==> config.mk <==
export PLATFORM = sky130hd
export DESIGN_NAME = afc_host
export DESIGN_NICKNAME = d
export VERILOG_FILES = /design/src/rtl/afc_pkg.sv /design/src/rtl/afc_host.sv
export SDC_FILE = /design/constraint.sdc
export NUM_CORES = 1
export LEC_CHECK = 0
export BUFFER_PORTS_ARGS = -buffer_cell sky130_fd_sc_hd__buf_2
export CORE_MARGIN = 5
export CORE_UTILIZATION = 45
export CTS_CLUSTER_DIAMETER = 50
export DETAILED_ROUTE_END_ITERATION = 7
export MAX_ROUTING_LAYER = met4
export PLACE_DENSITY = 0.83
export SYNTH_ARGS = -nofsm -noshare
export SYNTH_HDL_FRONTEND = slang
export SYNTH_SLANG_ARGS = --single-unit
export TNS_END_PERCENT = 30
==> constraint.sdc <==
create_clock -name core_clk_in -period 5.2 [get_ports core_clk_in]
set_clock_uncertainty 0.1 [all_clocks]
set_input_delay 0.78 -clock core_clk_in [delete_from_list [all_inputs] [get_ports core_clk_in]]
set_output_delay 0.78 -clock core_clk_in [all_outputs]
set_load 0.02 [all_outputs]
==> src/rtl/afc_pkg.sv <==
// package: timing counts and constants for the fifo host controller
package afc_pkg;
	localparam int unsigned CLK_PERIOD_NS = 100;
	// strobe low pulse width, least time
	localparam int unsigned STROBE_LOW_NS = 80;
	localparam int unsigned STROBE_LOW_CYC =
		(STROBE_LOW_NS + CLK_PERIOD_NS - 1) / CLK_PERIOD_NS;
	// strobe recovery (high) time, least time
	localparam int unsigned STROBE_HIGH_NS = 80;
	localparam int unsigned STROBE_HIGH_CYC =
		(STROBE_HIGH_NS + CLK_PERIOD_NS - 1) / CLK_PERIOD_NS;
	// retransmit pulse width and recovery
	localparam int unsigned REWIND_LOW_NS = 80;
	localparam int unsigned REWIND_LOW_CYC =
		(REWIND_LOW_NS + CLK_PERIOD_NS - 1) / CLK_PERIOD_NS;
	localparam int unsigned REWIND_REC_NS = 100;
	localparam int unsigned REWIND_REC_CYC =
		(REWIND_REC_NS + CLK_PERIOD_NS - 1) / CLK_PERIOD_NS;
	// reset pulse width on the device reset pin
	localparam int unsigned CLEAR_LOW_NS = 100;
	localparam int unsigned CLEAR_LOW_CYC =
		(CLEAR_LOW_NS + CLK_PERIOD_NS - 1) / CLK_PERIOD_NS;
	localparam int unsigned WORD_W = 9;
	localparam int unsigned CNT_W = 4;
	typedef enum logic [2:0] {
		AFC_IDLE,
		AFC_CLEAR,
		AFC_WR_LOW,
		AFC_RD_LOW,
		AFC_RW_LOW,
		AFC_REWIND,
		AFC_RECOVER
	} afc_state_e;
endpackage

==> src/rtl/afc_host.sv <==
// host controller that drives the strobe pins of one async fifo device
//
// How it works
// [RULE_01] pulse clear to zero both pointers
// [RULE_02] push only while no_room_n high
// [RULE_03] pop only while nothing_left_n high
// [RULE_04] first-load pin doubles as rewind request
// [RULE_05] chain_in_n low means single mode
// [RULE_06] rewind pulse resets read pointer only
// [RULE_07] both strobes high throughout rewind
// [RULE_08] no rewind in cascade; half re-evaluated
// [RULE_09] full flag blocks further writes
// [RULE_10] full after depth writes without reads
// [RULE_11] empty flag blocks further reads
// [RULE_12] half flag follows occupancy above half
// [RULE_13] single mode: chain_out_half_n is half
// [RULE_14] cascade: chain out pulses at last
// [RULE_15] chain out wired to next chain in
// [RULE_16] out_word driven only while popping
// [RULE_17] first_in_chain_n low on one device
// [RULE_18] composite flags ored by outside logic
// [RULE_19] cascade: no rewind, no half flag
// [RULE_20] width cascade shares control strobes
// [RULE_21] flow-through read waits for data
// [RULE_22] flow-through write stores on rise
// [RULE_23] toggle push strobe to store more
// [RULE_24] reset gives empty low, full high
// [RULE_25] pointers move only on flag high
// [RULE_26] half flag high after reset
// [RULE_27] pointers wrap as a ring
module afc_host #(
	parameter int unsigned DEPTH = 1024,
	parameter bit CASCADE = 1'b0,
	parameter bit FIRST_IN_CHAIN = 1'b1
) (
	input wire logic core_clk_in,
	input wire logic rst_n_in,
	// user side
	input wire logic clear_req_in,
	input wire logic push_req_in,
	input wire logic [afc_pkg::WORD_W-1:0] push_word_in,
	input wire logic pop_req_in,
	input wire logic rewind_req_in,
	output logic push_ack_out,
	output logic pop_ack_out,
	output logic [afc_pkg::WORD_W-1:0] pop_word_out,
	output logic rewind_ack_out,
	output logic busy_out,
	output logic empty_out,
	output logic full_out,
	output logic half_out,
	// device pins
	output logic clear_n_out,
	output logic push_n_out,
	output logic pop_n_out,
	output logic first_load_retransmit_n_out,
	output logic chain_in_n_out,
	output logic [afc_pkg::WORD_W-1:0] in_word_out,
	input wire logic [afc_pkg::WORD_W-1:0] out_word_in,
	input wire logic no_room_n_in,
	input wire logic nothing_left_n_in,
	input wire logic chain_out_half_n_in
);
	// ==========================================================
	// state
	afc_pkg::afc_state_e state_ff, nxt_state;
	logic [afc_pkg::CNT_W-1:0] cnt_ff, nxt_cnt;
	logic [afc_pkg::WORD_W-1:0] wdata_ff, nxt_wdata;
	logic [afc_pkg::WORD_W-1:0] rdata_ff, nxt_rdata;
	logic push_ack_ff, nxt_push_ack;
	logic pop_ack_ff, nxt_pop_ack;
	logic rew_ack_ff, nxt_rew_ack;
	logic push_ok, pop_ok, rewind_ok;

	localparam logic [afc_pkg::CNT_W-1:0] LOW_CNT = afc_pkg::CNT_W'(afc_pkg::STROBE_LOW_CYC);
	localparam logic [afc_pkg::CNT_W-1:0] HIGH_CNT = afc_pkg::CNT_W'(afc_pkg::STROBE_HIGH_CYC);
	localparam logic [afc_pkg::CNT_W-1:0] RW_CNT = afc_pkg::CNT_W'(afc_pkg::REWIND_LOW_CYC);
	localparam logic [afc_pkg::CNT_W-1:0] RWR_CNT = afc_pkg::CNT_W'(afc_pkg::REWIND_REC_CYC);
	localparam logic [afc_pkg::CNT_W-1:0] CLR_CNT = afc_pkg::CNT_W'(afc_pkg::CLEAR_LOW_CYC);

	// ==========================================================
	// pin and output assigns
	// [RULE_05] [RULE_15] chain in grounded; chain wiring external
	assign chain_in_n_out = 1'b0;
	// [RULE_17] only the first device of a chain holds first-load low
	assign first_load_retransmit_n_out =
		CASCADE ? !FIRST_IN_CHAIN : !(state_ff == afc_pkg::AFC_REWIND);
	assign clear_n_out = !(state_ff == afc_pkg::AFC_CLEAR);
	assign push_n_out = !(state_ff == afc_pkg::AFC_WR_LOW || state_ff == afc_pkg::AFC_RW_LOW);
	assign pop_n_out = !(state_ff == afc_pkg::AFC_RD_LOW || state_ff == afc_pkg::AFC_RW_LOW);
	assign in_word_out = wdata_ff;
	assign pop_word_out = rdata_ff;
	assign push_ack_out = push_ack_ff;
	assign pop_ack_out = pop_ack_ff;
	assign rewind_ack_out = rew_ack_ff;
	assign busy_out = state_ff != afc_pkg::AFC_IDLE;
	// [RULE_18] [RULE_20] flags of one device
	assign empty_out = !nothing_left_n_in;
	assign full_out = !no_room_n_in;
	// [RULE_19] half flag meaningless in cascade mode
	assign half_out = !CASCADE && !chain_out_half_n_in;

	// ==========================================================
	// strobe sequencer
	// [RULE_02] start a push only while the device has room
	assign push_ok = push_req_in && no_room_n_in;
	// [RULE_03] start a pop only while the device holds data
	assign pop_ok = pop_req_in && nothing_left_n_in;
	// [RULE_08] rewind only in single mode
	assign rewind_ok = rewind_req_in && !CASCADE;

	always_comb begin
		nxt_state = state_ff;
		nxt_cnt = cnt_ff;
		nxt_wdata = wdata_ff;
		nxt_rdata = rdata_ff;
		nxt_push_ack = 1'b0;
		nxt_pop_ack = 1'b0;
		nxt_rew_ack = 1'b0;
		case (state_ff)
			afc_pkg::AFC_IDLE: begin
				// [RULE_01] clear has priority over every other request
				if (clear_req_in) begin
					nxt_state = afc_pkg::AFC_CLEAR;
					nxt_cnt = CLR_CNT;
				end else if (rewind_ok) begin
					// [RULE_07] both strobes stay high for the rewind pulse
					nxt_state = afc_pkg::AFC_REWIND;
					nxt_cnt = RW_CNT;
				end else if (push_ok && pop_ok) begin
					nxt_state = afc_pkg::AFC_RW_LOW;
					nxt_cnt = LOW_CNT;
					nxt_wdata = push_word_in;
				end else if (push_ok) begin
					nxt_state = afc_pkg::AFC_WR_LOW;
					nxt_cnt = LOW_CNT;
					nxt_wdata = push_word_in;
				end else if (pop_ok) begin
					nxt_state = afc_pkg::AFC_RD_LOW;
					nxt_cnt = LOW_CNT;
				end
			end
			afc_pkg::AFC_CLEAR: begin
				nxt_cnt = cnt_ff - 1'b1;
				if (cnt_ff == 1) begin
					nxt_state = afc_pkg::AFC_RECOVER;
					nxt_cnt = RWR_CNT;
				end
			end
			afc_pkg::AFC_WR_LOW, afc_pkg::AFC_RD_LOW, afc_pkg::AFC_RW_LOW: begin
				nxt_cnt = cnt_ff - 1'b1;
				// [RULE_16] capture while the device drives out_word
				if (cnt_ff == 1) begin
					// [RULE_23] raising push stores the word; next push toggles again
					nxt_push_ack = state_ff != afc_pkg::AFC_RD_LOW;
					nxt_pop_ack = state_ff != afc_pkg::AFC_WR_LOW;
					if (state_ff != afc_pkg::AFC_WR_LOW) begin
						nxt_rdata = out_word_in;
					end
					nxt_state = afc_pkg::AFC_RECOVER;
					nxt_cnt = HIGH_CNT;
				end
			end
			afc_pkg::AFC_REWIND: begin
				nxt_cnt = cnt_ff - 1'b1;
				if (cnt_ff == 1) begin
					nxt_rew_ack = 1'b1;
					nxt_state = afc_pkg::AFC_RECOVER;
					nxt_cnt = RWR_CNT;
				end
			end
			afc_pkg::AFC_RECOVER: begin
				nxt_cnt = cnt_ff - 1'b1;
				if (cnt_ff == 1) begin
					nxt_state = afc_pkg::AFC_IDLE;
				end
			end
			default: begin
				nxt_state = afc_pkg::AFC_IDLE;
			end
		endcase
	end

	always_ff @(posedge core_clk_in or negedge rst_n_in) begin
		if (!rst_n_in) begin
			state_ff <= afc_pkg::AFC_IDLE;
			cnt_ff <= '0;
			wdata_ff <= '0;
			rdata_ff <= '0;
			push_ack_ff <= 1'b0;
			pop_ack_ff <= 1'b0;
			rew_ack_ff <= 1'b0;
		end else begin
			state_ff <= nxt_state;
			cnt_ff <= nxt_cnt;
			wdata_ff <= nxt_wdata;
			rdata_ff <= nxt_rdata;
			push_ack_ff <= nxt_push_ack;
			pop_ack_ff <= nxt_pop_ack;
			rew_ack_ff <= nxt_rew_ack;
		end
	end

	// ==========================================================
	// checks
	rewind_strobes_a: assert property (@(posedge core_clk_in) disable iff (!rst_n_in) // RULE_07
		!first_load_retransmit_n_out && !CASCADE |-> push_n_out && pop_n_out)
		else $error("strobe low during rewind");
	push_gate_a: assert property (@(posedge core_clk_in) disable iff (!rst_n_in) // RULE_02
		$fell(push_n_out) |-> $past(no_room_n_in))
		else $error("push started while device full");
	pop_gate_a: assert property (@(posedge core_clk_in) disable iff (!rst_n_in) // RULE_03
		$fell(pop_n_out) |-> $past(nothing_left_n_in))
		else $error("pop started while device empty");
	clear_excl_a: assert property (@(posedge core_clk_in) disable iff (!rst_n_in) // RULE_01
		!clear_n_out |-> push_n_out && pop_n_out)
		else $error("strobe low during clear");
	push_pulse_a: assert property (@(posedge core_clk_in) disable iff (!rst_n_in) // RULE_23
		$fell(push_n_out) |-> !push_n_out [*1] ##1 push_n_out [*1] ##0 push_ack_out)
		else $error("push pulse width or ack wrong");
	pop_data_a: assert property (@(posedge core_clk_in) disable iff (!rst_n_in) // RULE_16
		$fell(pop_n_out) |-> ##1 pop_ack_out && pop_word_out == $past(out_word_in))
		else $error("pop word not captured at strobe rise");
	cascade_rew_a: assert property (@(posedge core_clk_in) disable iff (!rst_n_in) // RULE_19
		CASCADE |-> first_load_retransmit_n_out == !FIRST_IN_CHAIN && !half_out)
		else $error("rewind or half used in cascade");
	rewind_ack_a: assert property (@(posedge core_clk_in) disable iff (!rst_n_in) // RULE_06
		$rose(first_load_retransmit_n_out) && !CASCADE |-> rewind_ack_out)
		else $error("rewind ack missing");
endmodule

Yosys cells after proc, flatten, opt, wreduce, memory -nomap -nowiden
Index checks and enable logic that the tools add are counted.
Storage, ports and cells
  word-level logic and storage cells: 67
  register bits: 28
  output and inout port bits: 30
  input port bits: 27
Cells by class
  add/sub/neg operators: 1
  reduce and logical (&&, ||, !) cells: 22
  multiplexer cells: 23
  equality and inequality tests: 12
  bitwise gates (word level): 2
Operators with widths (number)
  two-way mux 4 bit: 6
  two-way mux 3 bit: 7
  two-way mux 9 bit: 2
  case mux 4 bit (3 select lines): 1
  equality test 3 bit (second input constant): 3
  case mux 3 bit (3 select lines): 1
  zero test 1 bit: 7
  equality test 3 x 2 -> 1 bit (second input constant): 2
  two-way mux 1 bit: 6
  != test 3 x 2 -> 1 bit (second input constant): 2
  != test 6 bit (second input constant): 1
  AND reduction 3 bit: 2
  nonzero test 3 bit: 2
  OR reduction 5 bit: 1
  equality test 4 x 1 -> 1 bit (second input constant): 1
  AND reduction 4 bit: 1
  subtractor 4 x 1 -> 4 bit (second input constant): 1
  equality test 3 x 1 -> 1 bit (second input constant): 1
  logical AND 1 bit: 3
  zero test 3 bit: 1
  OR reduction 3 bit: 1
  logical OR 1 bit: 2
  != test 2 x 1 -> 1 bit (second input constant): 1
  != test 2 bit (second input constant): 1
  3 further kinds: 4

Longest topological paths before layout
Gate-level depths: netlist of the first run.
  word-level depth: 7
  gate-level depth with buffers: 6
  mapped depth without buffers: 6

Worst setup path after synthesis of the first run
No wires, ideal clock.
  kind: register to output
  from: register state_ff[1]
  to: output port clear_n_out
  data arrival time: 1222 ps
  path slack: 3098 ps
  buffers on the path: 2
  data required time: 4320 ps
  stages on the path, launching flop included: 4
  cells stage by stage: dfrtp_1 buf_2 clkbuf_1 or3b_2
Between the ends
  longest elaborated chain between the ends: 2
Ends and longest elaborated chain
  start: declaration: RTL line afc_host.sv:66  | afc_pkg::afc_state_e state_ff, nxt_state;
  start signal: assignment: RTL line afc_host.sv:186  | state_ff <= afc_pkg::AFC_IDLE;
  start signal: assignment: RTL line afc_host.sv:194  | state_ff <= nxt_state;
  equality test 3 x 1 -> 1 bit: RTL line afc_host.sv:88  | assign clear_n_out = !(state_ff == afc_pkg::AFC_CLEAR);
  zero test 1 bit: RTL line afc_host.sv:88
  end: declaration: RTL line afc_host.sv:53  | output logic clear_n_out,
Every way passes these cells.

Final worst setup path of the first run
Ends and elaborated chain as after synthesis.

==> reports/qor.yml, run 1 <==
arrival_ps: 1620
areaGrowthSynthToFinish_pct: 22.22
ys_ff_latch: 28
detail_route.first_pass.iterations: 4
synthesis.area_um2: 1419
worstSetupEndpoint: "clear_n_out"
min_period_over_period_pct: 48.01
dp_hpwl_um: 2412
synth_nets: 153
synthArstFlopShare_pct: 100.0
cts.path.max_buffers: 2
seq_area_frac_synth_pct: 49.38
drive_above_1_share_pct: 47.73
rsz0062_at_grt: "no"
clkSlewWorstSetupHoldPaths_ps: 140
status: "finished clean"
via_count: 1109
r2r-end: "pop_word_out[3]"
avgSynthCellArea_um2: 11.44
cts_tree: "built"
die_w_um: 66.15
place_area_um2: 1712
p_comb_share_pct: 54.3
initial_utilization_pct: 46.86
postLayoutCoreUtil_pct: 57.27
synth.largest_area_cell: "dfrtp_1"
critPathLaunch: "state_ff[1]"
p_seq_share_pct: 38.1
ys_types: 37
gr-usage-met2_pct: 23.79
drc: 0
nNetsFinal: 207
synth_edf_count: 0
numCtsBuffers: 3
p_total_uw: 1093
grt_max_degree: 29
cts_resized: 0
drt_iter0_drc: 36
top_usage_layer: "met2"
use_met3_pct: 3.231
portBuffers: 55
cts-hold-fix-buffers: 0
max_freq_ghz: 0.4006
fin_area_um2: 1734
powerDensity_nw_per_um2: 630.1
final.fill_count: 247
grt_overflow_total: 0
ant_nets: 0
synthFlopType: "dfrtp_1"
setup_viol: 0
grt_first_pass_wirelength_um: 4912
required_ps: 4320
post-route-min-period_ps: 2497
crit_fanout: 15
clkPwrFrac_pct: 7.6
synth_common_cells: "dfrtp_1, nand2_1"
grt_usage_pct: 14.80
cts.htree.levels: 1
finalSetupTns_ps: 0
grt_pass1_vias: 1086
core-area_um2: 3028
cts_sinks: 28
slew_headroom_pct: 56.80
reg2regPathDepth: 5
cp-end-kind: "primary output"
worst_pin_slew_ps: 646.7
dieArea_um2: 4376
synth.top_cell.area_share_pct: 49.38
ff2ff_setup_slack_ps: 3180
hold_viol: 0
cts_setup_buffers: 0
rows: 20
clkLatencyLatePin_ps: 320
yosysMostFrequentCell: "dfrtp_1"
p_sw_share_pct: 43.87
io_pins: 57
postSynthCellCount: 124
drt-wirelength-per-cell_um: 13.65
viasPerCell: 5.041
synth_warnings: 0
place_congestion: 0.8720
yosys-top-cells-area: "dfrtp_1, mux2_4, mux2_2"
pre_cts_ws_ps: 3087
leakage_uw: 0.0009036
finalMaxSlewViolations: 0
p_int_uw: 613.3
worst-setup-path-type: "reg -> out"
root_buffer: "clkbuf_4"
r2r_start: "cnt_ff[1]"
hp-class: "in -> async"
antenna_cells: 0
die_h_um: 66.15
p_switching_uw: 479.3
antenna_found_initial: 0
fin_ws_ps: 2703
ir_drop_mv: 0.2660
crit_path_start_kind: "flop"
use_met1_pct: 19.00
drv_cap: 0
wl_um: 3003
## power groups by stage
stage / Sequential, uW / Combinational, uW / Clock (uW)
2_1_floorplan: 487 / 362 / 0
3_5_place_dp: 422 / 596 / 0
4_1_cts: 416 / 599 / 87.5
6_report: 417 / 593 / 82.7
3_3_place_gp: 410 / 580 / 0
5_1_grt: 433 / 644 / 95.5
## routing by layer
metal  vias to the layer above  part of all wire [%]
met2                        48                    46
li1                        539                     -
met1                       518                    45
met3                         4                   7.7
met5                         -                     0
met4                         0                   1.2
## sequential cells by signal, indices dropped and copies added, names as in the netlist
name,count
state_ff,3
cnt_ff,4
pop_ack_out,1
rewind_ack_out,1
pop_word_out,9
push_ack_out,1
in_word_out,9
## worst max-delay path, stage by stage (launching register included)
cell	delay, ps
dfrtp_1	590
or3b_2	540
buf_2	170
## layout by cell type, fill, tap and decap left out, drive strengths merged, types with 4 or more instances in the layout
cell type / instances
inv: 7
nor2: 9
nand3: 4
nand2: 11
buf: 55
mux2: 18
a21oi: 10
dfrtp: 28
## cell type report
type	instances	area, um^2	area share, %
Clock buffer	3	22.52	1.299
Timing Repair Buffer	55	275.3	15.87
Inverter	7	26.28	1.515
Multi-Input combinational cell	83	654.4	37.73
Tap cell	44	55.05	3.175
Sequential cell	28	700.7	40.40
## worst min path at each step
stage | to | slack (ps) | cells past startpoint
CTS | cnt_ff[0] | 350 | 1
global route | cnt_ff[0] | 380 | 1
floorplan | cnt_ff[0] | 380 | 0
detailed placement | pop_word_out[4] | 390 | 1
finish | cnt_ff[0] | 340 | 1
global placement | in_word_out[6] | 380 | 1
## cell families (layout without fill, tap and decap cells)
| family | count (synthesis) | in the layout | share of synthesized area (%) |
|---|---|---|---|
| and+or+nand+nor | 38 | 38 | 16.14 |
| muxes | 18 | 18 | 16.67 |
| DFF | 28 | 28 | 49.38 |
| buffers and inverters | 13 | 65 | 4.497 |
| AOI/OAI and AO/OA | 22 | 22 | 10.05 |
| adders and majority gates | 2 | 2 | 1.763 |
| other | 1 | 1 | 0.2643 |
| xor gates and xnor gates | 2 | 2 | 1.235 |
## metrics by stage
stage	hold slack, ps	cells
CTS	350.5	220
global route	377.7	220
detailed placement	385.6	217
global placement	380.9	217
floorplan	384.4	124
finish	343.4	220
Power figures use the tool's default switching activity.
==> run 2, diff against run 1 <==
--- a/config.mk
+++ b/config.mk
@@ -7,7 +7,7 @@
 export LEC_CHECK = 0
 export BUFFER_PORTS_ARGS = -buffer_cell sky130_fd_sc_hd__buf_2
 export CORE_MARGIN = 5
-export CORE_UTILIZATION = 45
+export CORE_UTILIZATION = 43
 export CTS_CLUSTER_DIAMETER = 50
 export DETAILED_ROUTE_END_ITERATION = 7
 export MAX_ROUTING_LAYER = met4
==> constraint.sdc (replaced) <==
create_clock -name core_clk_in -period 2.1 [get_ports core_clk_in]
set_clock_uncertainty 0.1 [all_clocks]
set_input_delay 0.315 -clock core_clk_in [delete_from_list [all_inputs] [get_ports core_clk_in]]
set_output_delay 0.315 -clock core_clk_in [all_outputs]
set_load 0.02 [all_outputs]
==> run 2 against run 1 <==
Effect of this change:
- critical path depth unchanged
- sequential power grew 140%
- non-clock buffer count up 3
- sequential cell count stayed put
- via count is 1.1% higher
- die area up 3.9%
- worst hold slack worse by 220 ps
- worst setup slack worse by 2600 ps
- sequential share of layout area shrank 0.53 points
- cell count increased by 1.4%
- critical path type unchanged
- critical endpoint unchanged
- largest power group unchanged
==> reports/qor.yml, run 2 (synthesized netlist as in run 1, its figures left out) <==
required_ps: 1680  # was 4320 ps
hold_viol: 0  # unchanged
clkLatencyLatePin_ps: 310  # was 320 ps
grt_first_pass_wirelength_um: 4450  # was 4912 um
clkPwrFrac_pct: 7.6  # about the same
setup_viol: 0  # unchanged
timing.hold.ws_ps: 118.7  # was 343.4 ps
cts.htree.levels: 1  # unchanged
place_congestion: 0.8806  # was 0.8720
dieArea_um2: 4548  # was 4376 um^2
r2r_start: "state_ff[2]"  # was cnt_ff[1]
crit_fanout: 15  # unchanged
r2r-end: "pop_word_out[6]"  # was pop_word_out[3]
min_period_over_period_pct: 95.19
cts.path.max_buffers: 2  # unchanged
dp_hpwl_um: 2324  # was 2412 um
arrival_ps: 1580  # was 1620 ps
drive_above_1_share_pct: 48.60  # was 47.73%
wl_um: 2984  # was 3003 um
hp-class: "in -> reg"  # was in -> async
drt-wirelength-per-cell_um: 13.38  # was 13.65 um
final_common_cell: "buf_2"  # unchanged
via_count: 1121  # was 1109
core-area_um2: 3103  # was 3028 um^2
p_comb_share_pct: 54.9  # was 54.3%
powerDensity_nw_per_um2: 1544  # was 630.1 nW/um^2
areaGrowthSynthToFinish_pct: 24.07  # was 22.22%
status: "finished clean"  # unchanged
ff2ff_setup_slack_ps: 320  # was 3180 ps
reg2regPathDepth: 4  # was 5
io_pins: 57  # unchanged
ir_drop_mv: 0.5408  # was 0.2660 mV
drv_cap: 0  # unchanged
die_w_um: 67.44  # was 66.15 um
worstSetupEndpoint: "clear_n_out"  # unchanged
grt_usage_pct: 13.37  # was 14.80%
place_area_um2: 1727  # was 1712 um^2
clkSlewWorstSetupHoldPaths_ps: 130  # was 140 ps
cts_sinks: 28  # unchanged
cts_tree: "built"  # unchanged
pre_cts_ws_ps: 343.2  # was 3087 ps
layout_common_cells: "buf_2, dfrtp_1, nand2_1"  # unchanged
drt_iter0_drc: 47  # was 36
die_h_um: 67.44  # was 66.15 um
p_seq_share_pct: 37.5  # was 38.1%
leakage_uw: 0.0009165  # was 0.0009036 uW
ant_nets: 0  # unchanged
fin_ws_ps: 101.0  # was 2703 ps
portBuffers: 55  # unchanged
grt_max_degree: 29  # unchanged
worst-setup-path-type: "reg -> out"  # unchanged
post-route-min-period_ps: 1999
antenna_cells: 0  # unchanged
p_switching_uw: 1173  # was 479.3 uW
initial_utilization_pct: 45.73  # was 46.86%
finalSetupTns_ps: 0  # unchanged
numCtsBuffers: 3  # unchanged
p_sw_share_pct: 43.15  # was 43.87%
grt_overflow_total: 0  # unchanged
fin_area_um2: 1760  # was 1734 um^2
rsz0062_at_grt: "no"  # unchanged
crit_path_start_kind: "flop"  # unchanged
max_freq_ghz: 0.5002
detail_route.first_pass.iterations: 5  # was 4
viasPerCell: 5.027  # was 5.041
cts_setup_buffers: 0  # unchanged
rows: 20  # unchanged
cp-end-kind: "primary output"  # unchanged
grt_pass1_vias: 977  # was 1086
slew_headroom_pct: 59.84  # was 56.80%
p_int_uw: 1546  # was 613.3 uW
finalMaxSlewViolations: 0  # unchanged
antenna_found_initial: 0  # unchanged
drc: 0  # unchanged
worst_pin_slew_ps: 602.4  # was 646.7 ps
critPathLaunch: "state_ff[2]"  # was state_ff[1]
nNetsFinal: 210  # was 207
p_total_uw: 2719  # was 1093 uW
root_buffer: "clkbuf_4"  # unchanged
==> run 2: how the worst min path moves through the flow <==
stage	start	endpoint	cells past startpoint
2_1_floorplan	rst_n_in	cnt_ff[0]	0
5_1_grt	push_word_in[8]	in_word_out[8]	2
6_report	push_word_in[3]	in_word_out[3]	2
4_1_cts	push_word_in[3]	in_word_out[3]	2
3_5_place_dp	rst_n_in	pop_word_out[8]	1
3_3_place_gp	rst_n_in	pop_word_out[7]	1
==> run 2: final cells by class <==
cell class	count	area [um^2]
Timing Repair Buffer	58	300.3
Sequential cell	28	701.9
Tap cell	44	55.05
Clock buffer	3	22.52
Inverter	7	26.28
Multi-Input combinational cell	83	654.4
Fill cell	276	1343
==> run 2: worst max-delay path, cell delays in order, from the launching register on <==
cell     delay [ps]
dfrtp_1         570
or3b_2          530
buf_2           180
==> run 2: power groups by stage <==
stage               combinational (uW)  sequential, uW  clock [uW]
floorplan                          895            1200           0
global placement                  1460            1020           0
detailed placement                1500            1030           0
CTS                               1510            1020         217
global route                      1610            1060         239
finish                            1490            1020         207
==> run 2: per-layer routing <==
| layer | share of wire (%) | global-route usage, % | wire length [um] | up-vias |
|---|---|---|---|---|
| met4 | 1.1 | 4.557 | 33 | 0 |
| li1 | - | - | - | 544 |
| met2 | 43 | 20.25 | 1284 | 49 |
| met1 | 45 | 17.45 | 1346 | 524 |
| met3 | 11 | 3.328 | 320 | 4 |
| met5 | 0 | - | 0 | - |
==> run 2: repair_timing <==
action / in CTS / in global routing
hold buffers: 1 / 0
gates resized for setup: 0 / 1
setup endpoints to repair: 0 / 1
endpoints found under the hold margin: 28 / 0
==> run 2: through the flow <==
stage	std cells	util, %
after global placement	219	55.65
final	223	56.73
after CTS	223	56.69
after floorplan	124	-
after global routing	223	56.73
after detailed placement	219	55.65
